[src/hw/acr_pkg.sv]
// acr_pkg: constants, state types and helpers for the converter clock and ready-status block.
// assumes: one system clock, synchronous active-low reset, AXI4-Lite register access.
package acr_pkg;

  // ---------------------------------------------------------------------------
  // register map (byte addresses)
  // ---------------------------------------------------------------------------
  localparam int          AXI_ADDR_W      = 8;
  localparam logic [7:0]  OFS_CONTROL     = 8'h00;
  localparam logic [7:0]  OFS_STATUS      = 8'h04;
  localparam logic [7:0]  OFS_BASE        = 8'h08;
  localparam logic [7:0]  OFS_IRQ_STATUS  = 8'h0c;
  localparam logic [7:0]  OFS_IRQ_MASK    = 8'h10;
  localparam logic [7:0]  OFS_CLOCK_CFG   = 8'h14;

  // ---------------------------------------------------------------------------
  // field layout
  // ---------------------------------------------------------------------------
  localparam int          PAIRS           = 6;
  localparam int          DIV_SEL_LSB     = 0;
  localparam int          DIV_SEL_W       = 3;
  localparam int          BASE_HI_LSB     = 8;
  localparam int          BASE_HI_W       = 8;
  localparam int          PLL_EN_BIT      = 0;

  // ---------------------------------------------------------------------------
  // values after reset
  // ---------------------------------------------------------------------------
  localparam logic [2:0]  RST_DIV_SEL     = 3'h0;
  localparam logic        RST_PLL_EN      = 1'h0;
  localparam logic [7:0]  RST_BASE_HI     = 8'h00;
  localparam logic [5:0]  RST_FLAGS       = 6'h00;
  localparam logic [5:0]  RST_IRQ_MASK    = 6'h00;

  // ---------------------------------------------------------------------------
  // divider ratios: ratio = base + step * code
  // ---------------------------------------------------------------------------
  localparam logic [4:0]  RATIO_BASE      = 5'h04;
  localparam logic [4:0]  RATIO_STEP      = 5'h02;
  localparam logic [2:0]  PLL_FLOOR_CODE  = 3'h2;

  // ---------------------------------------------------------------------------
  // bus responses
  // ---------------------------------------------------------------------------
  localparam logic [1:0]  RESP_OKAY       = 2'h0;
  localparam logic [1:0]  RESP_SLVERR     = 2'h2;

  typedef enum logic [2:0] {
    ACR_REG_CONTROL   = 3'h0,
    ACR_REG_STATUS    = 3'h1,
    ACR_REG_BASE      = 3'h3,
    ACR_REG_IRQ_STAT  = 3'h2,
    ACR_REG_IRQ_MASK  = 3'h6,
    ACR_REG_CLOCK_CFG = 3'h7,
    ACR_REG_NONE      = 3'h5
  } acr_reg_t;

  // half period of the conversion clock in source-clock edges
  function automatic logic [3:0] acr_div_half(input logic [2:0] code, input logic pll_en);
    logic [2:0] eff;
    logic [4:0] ratio;
    eff = code;
    if (pll_en && (code < PLL_FLOOR_CODE)) begin
      eff = PLL_FLOOR_CODE;
    end
    ratio = RATIO_BASE + RATIO_STEP * {2'h0, eff};
    return ratio[4:1];
  endfunction : acr_div_half

  typedef struct packed {
    logic       src_meta;
    logic       src_sync;
    logic       src_prev;
    logic [3:0] edge_cnt;
    logic       conv_clock;
  } acr_div_state_t;

  localparam acr_div_state_t RST_DIV_STATE = '{1'h0, 1'h0, 1'h0, 4'h0, 1'h0};

  typedef struct packed {
    logic [5:0] flags;
    logic [5:0] events;
  } acr_flag_state_t;

  localparam acr_flag_state_t RST_FLAG_STATE = '{RST_FLAGS, 6'h00};

  typedef struct packed {
    logic                  aw_held;
    logic [AXI_ADDR_W-1:0] aw_addr;
    logic                  w_held;
    logic [31:0]           w_data;
    logic [3:0]            w_strb;
    logic                  awready;
    logic                  wready;
    logic                  bvalid;
    logic [1:0]            bresp;
    logic                  arready;
    logic                  rvalid;
    logic [31:0]           rdata;
    logic [1:0]            rresp;
    logic [2:0]            div_select;
    logic                  pll_enable;
    logic [7:0]            base_hi;
    logic [5:0]            irq_status;
    logic [5:0]            irq_mask;
    logic                  irq;
  } acr_top_state_t;

  localparam acr_top_state_t RST_TOP_STATE = '{
    1'h0, 8'h00, 1'h0, 32'h0000_0000, 4'h0,
    1'h0, 1'h0, 1'h0, 2'h0, 1'h0, 1'h0, 32'h0000_0000, 2'h0,
    RST_DIV_SEL, RST_PLL_EN, RST_BASE_HI, 6'h00, RST_IRQ_MASK, 1'h0
  };

endpackage : acr_pkg

[src/hw/acr_ctrl_if.sv]
// acr_ctrl_if: signals shared between the register front end, the divider and the flags.
// assumes: all three parties run on the same system clock.
`timescale 1ns/1ps
interface acr_ctrl_if;
  logic [2:0] div_select;
  logic       pll_enable;
  logic       conv_clock;
  logic [5:0] clear_mask;
  logic [5:0] ready_flags;
  logic [5:0] ready_events;

  modport ctrl  (output div_select, output pll_enable, output clear_mask,
                 input conv_clock, input ready_flags, input ready_events);
  modport div   (input div_select, input pll_enable, output conv_clock);
  modport flags (input clear_mask, output ready_flags, output ready_events);
endinterface : acr_ctrl_if

[src/hw/acr_clk_div.sv]
// acr_clk_div: derives the conversion clock from the converter source clock.
// assumes: the source clock is slower than half the system clock; it is sampled, not used as a clock.
`timescale 1ns/1ps
module acr_clk_div
  import acr_pkg::*;
(
  input  wire logic  aclk,
  input  wire logic  aresetn,
  input  wire logic  converter_source_clock,
  acr_ctrl_if.div    ctl
);

  acr_div_state_t s;
  acr_div_state_t next_s;
  logic [3:0]     half;

  always_comb begin
    next_s          = s;
    half            = acr_div_half(ctl.div_select, ctl.pll_enable);
    next_s.src_meta = converter_source_clock;
    next_s.src_sync = s.src_meta;
    next_s.src_prev = s.src_sync;
    // one step per rising source edge, toggle every half period
    if (s.src_sync && !s.src_prev) begin
      if (s.edge_cnt >= half - 4'h1) begin
        next_s.edge_cnt   = 4'h0;
        next_s.conv_clock = ~s.conv_clock;
      end else begin
        next_s.edge_cnt = s.edge_cnt + 4'h1;
      end
    end
  end

  always_ff @(posedge aclk) begin
    if (!aresetn) begin
      s <= RST_DIV_STATE;
    end else begin
      s <= next_s;
    end
  end

  assign ctl.conv_clock = s.conv_clock;

endmodule : acr_clk_div

[src/hw/acr_ready_flags.sv]
// acr_ready_flags: six per-pair ready flags, set by the converter, cleared by software.
// assumes: store pulses come from logic on the system clock.
`timescale 1ns/1ps
module acr_ready_flags
  import acr_pkg::*;
(
  input  wire logic       aclk,
  input  wire logic       aresetn,
  input  wire logic [5:0] pair_result_stored,
  acr_ctrl_if.flags       ctl
);

  acr_flag_state_t s;
  acr_flag_state_t next_s;

  always_comb begin
    next_s        = s;
    // set beats a clear in the same cycle
    next_s.flags  = (s.flags & ~ctl.clear_mask) | pair_result_stored;
    next_s.events = pair_result_stored;
  end

  always_ff @(posedge aclk) begin
    if (!aresetn) begin
      s <= RST_FLAG_STATE;
    end else begin
      s <= next_s;
    end
  end

  assign ctl.ready_flags  = s.flags;
  assign ctl.ready_events = s.events;

endmodule : acr_ready_flags

[src/hw/acr_top.sv]
// acr_top: converter clock select and pair ready status, reached over AXI4-Lite.
// assumes: one 40 MHz system clock, synchronous active-low reset, one write and one read at a time.
//
// The AXI4-Lite interface to the registers and the placing of the registers are this design's own decisions.
`timescale 1ns/1ps

// Contract
// with pll on, codes 111..010 divide source clock by 18..8.
// with pll on, codes 001 and 000 behave as divide by 8.
// with pll off, codes 111..000 divide source clock by 18..4.
// divider select sits in control register bits 2..0.
// status holds six pair flags at bits 5..0; bits 15..6 read zero.
// hardware sets a pair flag when its result is stored.
// writing zero clears a flag; all flags reset to zero.
// base register bits 15..8 are read/write, reset to zero.
// writing one leaves a flag alone; set wins over a same-cycle clear.
module acr_top
  import acr_pkg::*;
(
  input  wire  logic                           aclk,
  input  wire  logic                           aresetn,
  // ---------------------------------------------------------------------------
  // AXI4-Lite slave
  // ---------------------------------------------------------------------------
  input  wire  logic                           s_axi_awvalid,
  output logic                                 s_axi_awready,
  input  wire  logic [acr_pkg::AXI_ADDR_W-1:0] s_axi_awaddr,
  input  wire  logic                           s_axi_wvalid,
  output logic                                 s_axi_wready,
  input  wire  logic [31:0]                    s_axi_wdata,
  input  wire  logic [3:0]                     s_axi_wstrb,
  output logic                                 s_axi_bvalid,
  input  wire  logic                           s_axi_bready,
  output logic [1:0]                           s_axi_bresp,
  input  wire  logic                           s_axi_arvalid,
  output logic                                 s_axi_arready,
  input  wire  logic [acr_pkg::AXI_ADDR_W-1:0] s_axi_araddr,
  output logic                                 s_axi_rvalid,
  input  wire  logic                           s_axi_rready,
  output logic [31:0]                          s_axi_rdata,
  output logic [1:0]                           s_axi_rresp,
  // ---------------------------------------------------------------------------
  // converter side
  // ---------------------------------------------------------------------------
  input  wire  logic                           converter_source_clock,
  input  wire  logic [5:0]                     pair_result_stored,
  output logic                                 conv_clock,
  output logic [5:0]                           pair_ready,
  output logic                                 irq
);

  // ---------------------------------------------------------------------------
  // address decode
  // ---------------------------------------------------------------------------
  function automatic acr_reg_t acr_decode(input logic [AXI_ADDR_W-1:0] addr);
    acr_reg_t r;
    case (addr)
      OFS_CONTROL:    r = ACR_REG_CONTROL;
      OFS_STATUS:     r = ACR_REG_STATUS;
      OFS_BASE:       r = ACR_REG_BASE;
      OFS_IRQ_STATUS: r = ACR_REG_IRQ_STAT;
      OFS_IRQ_MASK:   r = ACR_REG_IRQ_MASK;
      OFS_CLOCK_CFG:  r = ACR_REG_CLOCK_CFG;
      default:        r = ACR_REG_NONE;
    endcase
    return r;
  endfunction : acr_decode

  acr_ctrl_if     ctl ();
  acr_top_state_t s;
  acr_top_state_t next_s;
  acr_reg_t       wr_reg;
  acr_reg_t       rd_reg;
  logic           wr_fire;
  logic           rd_fire;
  logic [5:0]     clear_mask;
  logic [5:0]     irq_clear;

  // ---------------------------------------------------------------------------
  // submodules
  // ---------------------------------------------------------------------------
  acr_clk_div u_clk_div (
    .aclk                   (aclk),
    .aresetn                (aresetn),
    .converter_source_clock (converter_source_clock),
    .ctl                    (ctl)
  );

  acr_ready_flags u_ready_flags (
    .aclk               (aclk),
    .aresetn            (aresetn),
    .pair_result_stored (pair_result_stored),
    .ctl                (ctl)
  );

  // ---------------------------------------------------------------------------
  // next state
  // ---------------------------------------------------------------------------
  always_comb begin
    next_s     = s;
    clear_mask = 6'h00;
    irq_clear  = 6'h00;
    wr_reg     = acr_decode(s.aw_addr);
    rd_reg     = acr_decode(s_axi_araddr);
    wr_fire    = s.aw_held && s.w_held && !s.bvalid;
    rd_fire    = s_axi_arvalid && s.arready;

    // write address and data are taken in either order
    if (s_axi_awvalid && s.awready) begin
      next_s.aw_held = 1'h1;
      next_s.aw_addr = s_axi_awaddr;
    end
    if (s_axi_wvalid && s.wready) begin
      next_s.w_held = 1'h1;
      next_s.w_data = s_axi_wdata;
      next_s.w_strb = s_axi_wstrb;
    end

    // response completes the write
    if (s.bvalid && s_axi_bready) begin
      next_s.bvalid = 1'h0;
    end

    // register update once both halves are held
    if (wr_fire) begin
      next_s.aw_held = 1'h0;
      next_s.w_held  = 1'h0;
      next_s.bvalid  = 1'h1;
      next_s.bresp   = RESP_OKAY;
      case (wr_reg)
        ACR_REG_CONTROL: begin
          if (s.w_strb[0]) begin
            next_s.div_select = s.w_data[DIV_SEL_LSB +: DIV_SEL_W];
          end
        end
        ACR_REG_STATUS: begin
          // zero clears, one leaves the flag alone
          if (s.w_strb[0]) begin
            clear_mask = ~s.w_data[PAIRS-1:0];
          end
        end
        ACR_REG_BASE: begin
          if (s.w_strb[1]) begin
            next_s.base_hi = s.w_data[BASE_HI_LSB +: BASE_HI_W];
          end
        end
        ACR_REG_IRQ_STAT: begin
          if (s.w_strb[0]) begin
            irq_clear = s.w_data[PAIRS-1:0];
          end
        end
        ACR_REG_IRQ_MASK: begin
          if (s.w_strb[0]) begin
            next_s.irq_mask = s.w_data[PAIRS-1:0];
          end
        end
        ACR_REG_CLOCK_CFG: begin
          if (s.w_strb[0]) begin
            next_s.pll_enable = s.w_data[PLL_EN_BIT];
          end
        end
        default: begin
          next_s.bresp = RESP_SLVERR;
        end
      endcase
    end

    // read answers one cycle after the address is taken
    if (s.rvalid && s_axi_rready) begin
      next_s.rvalid = 1'h0;
    end
    if (rd_fire) begin
      next_s.rvalid = 1'h1;
      next_s.rresp  = RESP_OKAY;
      next_s.rdata  = 32'h0000_0000;
      case (rd_reg)
        ACR_REG_CONTROL: begin
          next_s.rdata[DIV_SEL_LSB +: DIV_SEL_W] = s.div_select;
        end
        ACR_REG_STATUS: begin
          // upper bits stay zero
          next_s.rdata[PAIRS-1:0] = ctl.ready_flags;
        end
        ACR_REG_BASE: begin
          next_s.rdata[BASE_HI_LSB +: BASE_HI_W] = s.base_hi;
        end
        ACR_REG_IRQ_STAT: begin
          next_s.rdata[PAIRS-1:0] = s.irq_status;
        end
        ACR_REG_IRQ_MASK: begin
          next_s.rdata[PAIRS-1:0] = s.irq_mask;
        end
        ACR_REG_CLOCK_CFG: begin
          next_s.rdata[PLL_EN_BIT] = s.pll_enable;
        end
        default: begin
          next_s.rresp = RESP_SLVERR;
        end
      endcase
    end

    // ---------------------------------------------------------------------------
    // interrupt: sticky, write one to clear, new event wins
    // ---------------------------------------------------------------------------
    next_s.irq_status = (s.irq_status & ~irq_clear) | ctl.ready_events;
    next_s.irq        = |(next_s.irq_status & next_s.irq_mask);

    // ready lines follow the held state so the ports come from flops
    next_s.awready = !next_s.aw_held && !next_s.bvalid;
    next_s.wready  = !next_s.w_held && !next_s.bvalid;
    next_s.arready = !next_s.rvalid;
  end

  always_ff @(posedge aclk) begin
    if (!aresetn) begin
      s <= RST_TOP_STATE;
    end else begin
      s <= next_s;
    end
  end

  // ---------------------------------------------------------------------------
  // outputs
  // ---------------------------------------------------------------------------
  assign ctl.div_select = s.div_select;
  assign ctl.pll_enable = s.pll_enable;
  assign ctl.clear_mask = clear_mask;

  assign s_axi_awready  = s.awready;
  assign s_axi_wready   = s.wready;
  assign s_axi_bvalid   = s.bvalid;
  assign s_axi_bresp    = s.bresp;
  assign s_axi_arready  = s.arready;
  assign s_axi_rvalid   = s.rvalid;
  assign s_axi_rdata    = s.rdata;
  assign s_axi_rresp    = s.rresp;
  assign conv_clock     = ctl.conv_clock;
  assign pair_ready     = ctl.ready_flags;
  assign irq            = s.irq;

endmodule : acr_top

[config.mk]
export PLATFORM = sky130hd
export DESIGN_NAME = acr_top
export DESIGN_NICKNAME = d
export VERILOG_FILES = /design/src/hw/acr_pkg.sv /design/src/hw/acr_ctrl_if.sv /design/src/hw/acr_clk_div.sv /design/src/hw/acr_ready_flags.sv /design/src/hw/acr_top.sv
export SDC_FILE = /design/constraint.sdc
export NUM_CORES = 1
export LEC_CHECK = 0
export ABC_AREA = 1
export BUFFER_PORTS_ARGS = -buffer_cell sky130_fd_sc_hd__buf_4
export CAP_MARGIN = 20
export CORE_MARGIN = 4
export CORE_UTILIZATION = 53
export DETAILED_ROUTE_END_ITERATION = 8
export GPL_TIMING_DRIVEN = 0
export PLACE_DENSITY = 0.8
export REMOVE_ABC_BUFFERS = 1
export SYNTH_ARGS = -nofsm -noshare
export SYNTH_HDL_FRONTEND = slang
export SYNTH_HIERARCHICAL = 1
export SYNTH_SLANG_ARGS = --single-unit
[constraint.sdc]
create_clock -name aclk -period 2.1 [get_ports aclk]
set_clock_uncertainty 0.15 [all_clocks]
set_input_delay 0.42 -clock aclk [delete_from_list [all_inputs] [get_ports aclk]]
set_output_delay 0.42 -clock aclk [all_outputs]
set_load 0.1 [all_outputs]
* Yosys cells after proc, flatten, opt, wreduce, memory -nomap -nowiden
Cells that the tools add are included.
Word-level totals: flip-flop bits (word level) 114, output and inout port bits 49, word-level logic and storage cells 115
Cells by class: $add $sub $neg 3, reductions and logical operators 28, muxes and demuxes 27, equality and inequality tests 20, $lt $le $gt $ge 2, bitwise logic cells 9
Operators by type and width (count):
- $mux 6 | 9
- $mux 37 | 1
- $pmux 3 s6 | 2
- $mux 35 | 1
- $eq 8x4->1 const B | 4
- $eq 8x5->1 const B | 4
- $and 6x6->6 | 3
- $not 6->6 | 3
- $reduce_or 6->1 | 3
- $eq 8x3->1 const B | 2
- $logic_not 8->1 | 2
- $eq 3x2->1 const B | 4
- $eq 3x3->1 const B | 4
- $or 6x6->6 | 2
- $logic_and 1x1->1 | 11
- $mux 9 | 1
- $pmux 3 s3 | 1
- $reduce_and 3->1 | 3
- $mux 8 | 1
- $pmux 2 s4 | 1
- $eq 3x1->1 const B | 2
- $logic_not 1->1 | 6
- $logic_not 3->1 | 2
- $mux 3 | 2
- other kinds (11) | 15

* Logic depth before layout (Yosys ltp)
Gate-level depths: netlist of the first run.
word-level depth 10, mapped depth 13, gate-level depth less buffers 13

* Hierarchy
Netlist of the first run, hierarchy kept.
By module, submodules not included:
- acr_top | area each 3438.3 um2, times used 1, sequential area each 1441.4 um2, cells each 482
- acr_clk_div | area each 457.9 um2, times used 1, sequential area each 160.2 um2, cells each 58
- acr_ready_flags | area each 371.6 um2, times used 1, sequential area each 240.2 um2, cells each 43

* Worst setup path before layout of the first run
No wires, ideal clock.
path type reg2reg, from reg s, in the netlist s_axi_bvalid, to reg s, in the netlist irq, path slack -0.078 ns, arrival time 1.896 ns, setup time 0.132 ns, period minus slack after synthesis 2.178 ns, stages on the path, launching flop included 11, path buffers 1, required time 1.818 ns, cell sequence dfxtp_1 > inv_1 > nand3_4 > inv_1 > buf_4 > nand3_1 > nand2_1 > nand2_1 > nand2_1 > nor2_1 > a21oi_1
On the way: longest elaborated chain between the ends 8, elaborated cells between the ends (all ways) 9, classes of those cells mux: 2; bitwise: 4; reduce/logical: 3
RTL lines:
- start: declaration | RTL line acr_top.sv:70 | acr_top_state_t s;
- start signal: assignment | RTL line acr_top.sv:218 | s <= next_s;
- $logic_not 1->1 * | RTL line acr_top.sv:105 | wr_fire = s.aw_held && s.w_held && !s.bvalid;
- $logic_and 1x1->1 * | RTL line acr_top.sv:105
- $mux 6 | RTL line acr_top.sv:125 | if (wr_fire) begin
- $not 6->6 | RTL line acr_top.sv:205 | next_s.irq_status = (s.irq_status & ~irq_clear) | ctl.ready_events;
- $and 6x6->6 | RTL line acr_top.sv:205
- $or 6x6->6 | RTL line acr_top.sv:205
- $and 6x6->6 * | RTL line acr_top.sv:206 | next_s.irq = |(next_s.irq_status & next_s.irq_mask);
- $reduce_or 6->1 * | RTL line acr_top.sv:206
Every way passes the cells marked *; elsewhere a longest branch is shown, timed or not. A chain may end at the register's enable or synchronous reset.

* Worst setup path after layout of the first run
from reg s, in the netlist ctl.div_select[1], to reg u_clk_div/s[2] (netlist bit)
On the way: longest elaborated chain between the ends 7
RTL lines:
- $lt 3x2->1 | RTL line acr_pkg.sv:63 | if (pll_en && (code < PLL_FLOOR_CODE)) begin
- $logic_and 1x1->1 | RTL line acr_pkg.sv:63
- $mux 3 * | RTL line acr_pkg.sv:63
- $add 3x4->5 * | RTL line acr_pkg.sv:66 | ratio = RATIO_BASE + RATIO_STEP * {2'h0, eff};
- $sub 4x1->4 * | RTL line acr_clk_div.sv:25 | if (s.edge_cnt >= half - 4'h1) begin
- $ge 4x4->1 * | RTL line acr_clk_div.sv:25
- $mux 4 * | RTL line acr_clk_div.sv:25
- end signal: assignment | RTL line acr_clk_div.sv:38 | s <= next_s;
- end: declaration | RTL line acr_clk_div.sv:13 | acr_div_state_t s;
Marked as above.

==> results.toml, run 1 <==
[outcome]
run_status = "finished, final reports clean"

[clocking]
cts.root.buffer_cell = "sky130_fd_sc_hd__clkbuf_8"
clkTransAtPathRegs_ns = 0.10
cts_hold_repair.buffers = 0
clockBufferDepth = 2
cts_tree = "built"
cts.htree.levels = 3
worstSkewPairLatency_ns = 0.36
numClockSinks = 92
numCtsBuffers = 9

[finish]
syn_to_final_growth_pct = 16.1
seq_area_um2 = 1850
multi_input_area_um2 = 1950
fraction_of_layout_cells_with_a_size_suffix_above_1 = 0.210
fillers = 702
insertedDiodeCount = 0
final_design_area_no_fill_um2 = 4950
design.final.nets = 711

[route]
vias = 3781
wirelength_routed_um = 9590
ant_nets = 0
drtPass1Iterations = 5
avgViaCountPerCell = 5.07
routedWlPerCell_um = 12.9
drt-initial-drc-count = 197
drc_errors = 0

[floorplanning]
floorplan.core_area_um2 = 7770
die_outline_area_um2 = 9550
placementRows = 32
dieHeight_um = 97.7
start_util = 0.549
floorplan.io_pins = 115
dieWidth_um = 97.7

[critical_path]
worst-endpoint-arrival_ns = 2.18
critical_path_required_ns = 2.26
worstPathCellList = "inv_4 > nand3_4 > nand2_2 > ha_4 > xor2_1 > ha_1 > nand2_1 > inv_1 > nand2_1 > nand3_2 > nand2_1 > nand2_2 > nor2_2"
timing.critical_path.from_type = "flop"
critical-path-slowest-cell = "sky130_fd_sc_hd__dfxtp_2"
critical_path_class = "flop to flop"
crit_path_max_incr_delay_ns = 0.37
worstPathMaxFanout = 4
cell_seen_most_often_among_critical_path_stages = "sky130_fd_sc_hd__nand2_1"
endpoint_kind = "flop"

[place]
pre_cts_ws_ns = -0.0758
place_hpwl_um = 6890
dpl_cell_area_um2 = 4680
placement.io_buffers = 74
gpl.final_weighted_congestion = 0.870

[sta]
timing.fmax_mhz = 497
worst_slew_margin_rel = 0.469
worst_slew_pin_slew_ns = 0.796
final-max-slew-violation-count = 0
finalSetupTns_ns = 0
post-route-worst-setup-slack_ns = 0.0867
min_period_ns = 2.01
min_period_over_period = 0.959
rsz_0062_raised_after_global_routing = "true"
final_hold_viols = 0
setup_violations = 0

[power]
finalPower_w = 0.00370
power.density_cell_area_nw_per_um2 = 746
p_leak_nw = 2.19
peakVddDrop_mv = 0.439

[yosys]
netlist_instances = 583
synth_sequential_area_ratio = 0.432
synth_warnings = 6
yosys_register_bits = 92
syn_avg_cell_area_um2 = 7.32
synthesis.area_um2 = 4270
synth.lib_cells_used.distinct = 36

[worst_hold_path]
timing.hold.worst.class = "primary input to flop"

[global_route]
grt_remaining_overflow = 0
grt_first_pass_wirelength_um = 16000
grtUsageTotal = 0.200
antenna_found_initial = 0
grt_max_degree = 46
vias_in_the_first_global_route = 3589

[run]
drv_cap = 0
-- cell usage after synthesis, drive strengths merged --
library cell  number  area share
o31ai              1      0.0018
o21ai             38       0.045
nand2            139        0.13
xor2               4      0.0082
o211ai             2      0.0035
nand3b             2      0.0035
nor3               9       0.016
mux2i              1      0.0023
nor4               3      0.0079
inv               66       0.058
buf               40       0.070
ha                 6       0.018
a21oi             51       0.060
conb               1     0.00088
clkbuf            11      0.0097
clkinv             1      0.0021
dfxtp             92        0.43
nand3             47       0.062
nand4              3      0.0059
nor2              66       0.069
-- worst max-delay path: cells and delay by family (launching register included) --
family / cells / cell delay [ns]
XOR/XNOR: 1 / 0.16
buffers and inverters: 2 / 0.10
AND/OR/NAND/NOR: 8 / 0.71
flip-flops: 1 / 0.37
adder cells (fa/ha/maj): 2 / 0.48
-- sequential cells by signal (all words and copies together), names as in the netlist, 2 cells and up --
name and flops:
u_clk_div/next_s 2, ctl.div_select 3, u_clk_div/s 5, u_ready_flags/ctl.ready_events 6, s_axi_rdata 14, u_ready_flags/ctl.ready_flags 6, s 46
-- layout by cell type (no fill, tap or decap), drive strengths merged --
cell type	n
inv	70
nor4	3
conb	20
clkbuf	9
o211ai	2
a21oi	51
buf	77
clkinv	3
ha	6
nand3b	2
nor3	9
o21ai	38
nor2	66
mux2i	1
nand2	139
nand4	3
o31ai	1
dfxtp	92
xor2	4
clkinvlp	1
nand3	47
-- layout make-up --
cell class,count,share of cell area
Tap cell,102,0.0258
Sequential cell,92,0.373
Inverter,67,0.0523
Clock inverter,7,0.0131
Multi-Input combinational cell,392,0.395
Timing Repair Buffer,77,0.117
Clock buffer,9,0.0250
-- worst paths after layout --
check | slack, ns | from | end | cells past startpoint
worst max-delay path | 0.09 | ctl.div_select[1] | u_clk_div/s[2] | 13
worst min-delay path | 0.08 | converter_source_clock | u_clk_div/next_s[6] | 3
worst max register to register | 0.09 | ctl.div_select[1] | u_clk_div/s[2] | 13
worst min register to register | 0.28 | u_clk_div/next_s[6] | u_clk_div/next_s[5] | 2
-- through the flow --
stage	std cells	hold slack, ns	utilization
finish	746	0.0754	0.638
global route	746	0.0796	0.638
CTS	743	0.0703	0.629
detailed placement	727	0.257	0.603
global placement	727	0.243	0.603
floorplan	551	0.240	-
-- metal layers --
metal	wire, um	GRT usage	share of wire	vias up
met2	4620	0.345	0.48	137
met3	595	0.0436	0.062	18
met4	194	0.0852	0.020	0
li1	-	-	-	1916
met1	4180	0.240	0.44	1710
met5	0	0	0	-
-- where the power goes --
part	switching (W)	total, W	internal [W]
combinational	0.000519	0.000677	0.000158
clock	0.000679	0.00114	0.000459
sequential	0.0000597	0.00188	0.00182
-- cell families (layout without fill, tap and decap cells) --
logic type,after synthesis,after routing,share of synthesized area
adders and majority gates,6,6,0.0176
and+or+nand+nor,269,269,0.289
DFF,92,92,0.432
xor gates and xnor gates,4,4,0.00821
other,1,20,0.000879
AOI/OAI and AO/OA,92,92,0.111
muxes,1,1,0.00235
buffers and inverters,118,160,0.140
-- what timing repair did --
| action | in CTS | in global routing |
|---|---|---|
| resized for setup | 5 | 13 |
| endpoints found under the setup margin | 5 | 11 |
| pin swaps | 1 | 7 |
| buffers inserted | 0 | 3 |
(Power assumes the default switching activity.)
==> run 2: changes to the inputs <==
- CORE_UTILIZATION: 53 -> 57
- PLACE_DENSITY: 0.8 -> 0.86
- clock period: 2.1 -> 2.46 ns (I/O delays scaled with it)
==> run 2 against run 1 <==
  * Routed wire length down 2.1%
  * Cell area down 1.7%
  * Setup slack better by 0.27 ns
  * Core utilization up 3.3 points
  * Global-route usage up 1.6 points
  * Sequential cell count unchanged
  * Combinational power down 15%
  * Sequential power down 14%
  * Via count down 0.24%
  * Die area down 6.5%
==> results.toml, run 2 (same netlist as run 1, synthesis figures left out) <==
[outcome]
run_status = "finished, final reports clean"

[global_route]
grt_first_pass_wirelength_um = 15400
grt_remaining_overflow = 0
grt_max_degree = 46
vias_in_the_first_global_route = 3608
grtUsageTotal = 0.216
antenna_found_initial = 0

[clocking]
numCtsBuffers = 9
cts_tree = "built"
cts_hold_repair.buffers = 0
post-cts-setup-buffer-count = 0
clockBufferDepth = 2
post_cts_resized = 0
numClockSinks = 92
clkTransAtPathRegs_ns = 0.10
cts.root.buffer_cell = "sky130_fd_sc_hd__clkbuf_8"
worstSkewPairLatency_ns = 0.37
cts.htree.levels = 3

[floorplanning]
die_outline_area_um2 = 8940
floorplan.io_pins = 115
dieHeight_um = 94.5
floorplan.core_area_um2 = 7250
placementRows = 31
dieWidth_um = 94.5
start_util = 0.588

[finish]
layout_common_cells = "sky130_fd_sc_hd__nand2_1, sky130_fd_sc_hd__dfxtp_1, sky130_fd_sc_hd__buf_4"
design.final.nets = 708
syn_to_final_growth_pct = 14.1
insertedDiodeCount = 0
largest_reg_flops = 46
layout.cells.most_common = "sky130_fd_sc_hd__nand2_1"
fraction_of_layout_cells_with_a_size_suffix_above_1 = 0.184
top_register = "s"

[critical_path]
cell_seen_most_often_among_critical_path_stages = "sky130_fd_sc_hd__nand2_1"
worst-endpoint-arrival_ns = 2.28
worst-r2r-cell-count = 13
critical-path-slowest-cell = "sky130_fd_sc_hd__dfxtp_1"
critical_path_class = "flop to flop"
cp_top_family = "simple AND/OR/NAND/NOR gates"
cp.depth = 13
critical_path_required_ns = 2.63
crit_path_max_incr_delay_ns = 0.38
worstPathCellList = "inv_1 > nand3_1 > nand2_1 > ha_1 > xor2_1 > ha_1 > nand2_1 > inv_1 > nand2_1 > nand3_1 > nand2_1 > nand2_1 > nor2_2"
worstPathMaxFanout = 4
timing.critical_path.from_type = "flop"
crit_buf_inv = 2
endpoint_kind = "flop"

[route]
avgViaCountPerCell = 5.10
drtPass1Iterations = 7
vias = 3772
drt-initial-drc-count = 183
drc_errors = 0
routedWlPerCell_um = 12.7
ant_nets = 0
wirelength_routed_um = 9390

[sta]
rsz_0062_raised_after_global_routing = "false"
min_period_ns = 2.11
final_hold_viols = 0
worst_slew_pin_slew_ns = 0.972
finalSetupTns_ns = 0
final-max-slew-violation-count = 0
worst_slew_margin_rel = 0.346
min_period_over_period = 0.856
timing.fmax_mhz = 475
setup_violations = 0
hold_slack_ns = 0.140

[power]
sequentialPowerShare = 0.508
total_switching_power_w = 0.00108
p_sw_frac = 0.342
power.internal_w = 0.00208
p_leak_nw = 2.17
finalPower_w = 0.00316
power.density_cell_area_nw_per_um2 = 649
gate_power_share = 0.182
peakVddDrop_mv = 0.431
clock_power_share = 0.310

[place]
place_hpwl_um = 6830
gpl.final_weighted_congestion = 0.874
placement.io_buffers = 74

[worst_hold_path]
hold_path_depth = 3
timing.hold.worst.class = "primary input to flop"

[run]
drv_cap = 0
## run 2: changes by cell type in the layout (fill, tap and decap cells not counted), sizes merged
cell  delta
buf      -3
## run 2: per-stage QoR
stage	setup WS (ns)	instance area (um2)	cells	utilization
global placement	0.402	4680	724	0.645
finish	0.354	4870	740	0.671
detailed placement	0.365	4680	724	0.645
CTS	0.351	4870	740	0.671
global route	0.183	4870	740	0.671
floorplan	0.179	4000	551	-
## run 2: routing by layer
| layer | GRT usage | part of all wire |
|---|---|---|
| met3 | 0.0526 | 0.071 |
| met1 | 0.266 | 0.43 |
| met2 | 0.368 | 0.48 |
| met4 | 0.0781 | 0.015 |
| met5 | 0 | 0 |
## run 2: power groups by stage
| stage | sequential [W] | combinational, W | clock (W) |
|---|---|---|---|
| after global placement | 0.00164 | 0.000563 | 0 |
| after floorplan | 0.00175 | 0.000313 | 0 |
| after CTS | 0.00160 | 0.000577 | 0.000990 |
| after detailed placement | 0.00164 | 0.000574 | 0 |
| final | 0.00161 | 0.000576 | 0.000980 |
| after global routing | 0.00161 | 0.000620 | 0.00106 |
## run 2: path summary, 6_finish.rpt
path	from	endpoint	slack, ns
min	converter_source_clock	u_clk_div/next_s[6]	0.14
max reg2reg	ctl.div_select[2]	u_clk_div/s[4]	0.35
min reg2reg	u_clk_div/next_s[6]	u_clk_div/next_s[5]	0.28
max	ctl.div_select[2]	u_clk_div/s[4]	0.35
## run 2: cell type report
type | instances | area [um2]
fill | 635 | 2380
multi-input combinational | 392 | 1900
tap | 99 | 124
sequential | 92 | 1840
clock buffer | 9 | 124
inverter | 67 | 256
clock inverter | 7 | 65.1
timing repair buffer | 74 | 556
## run 2: tightest hold or removal path, delay by kind of cell
family	cells	cell delay [ns]
AND/OR/NAND/NOR	1	0.04
buffers and inverters	2	0.11
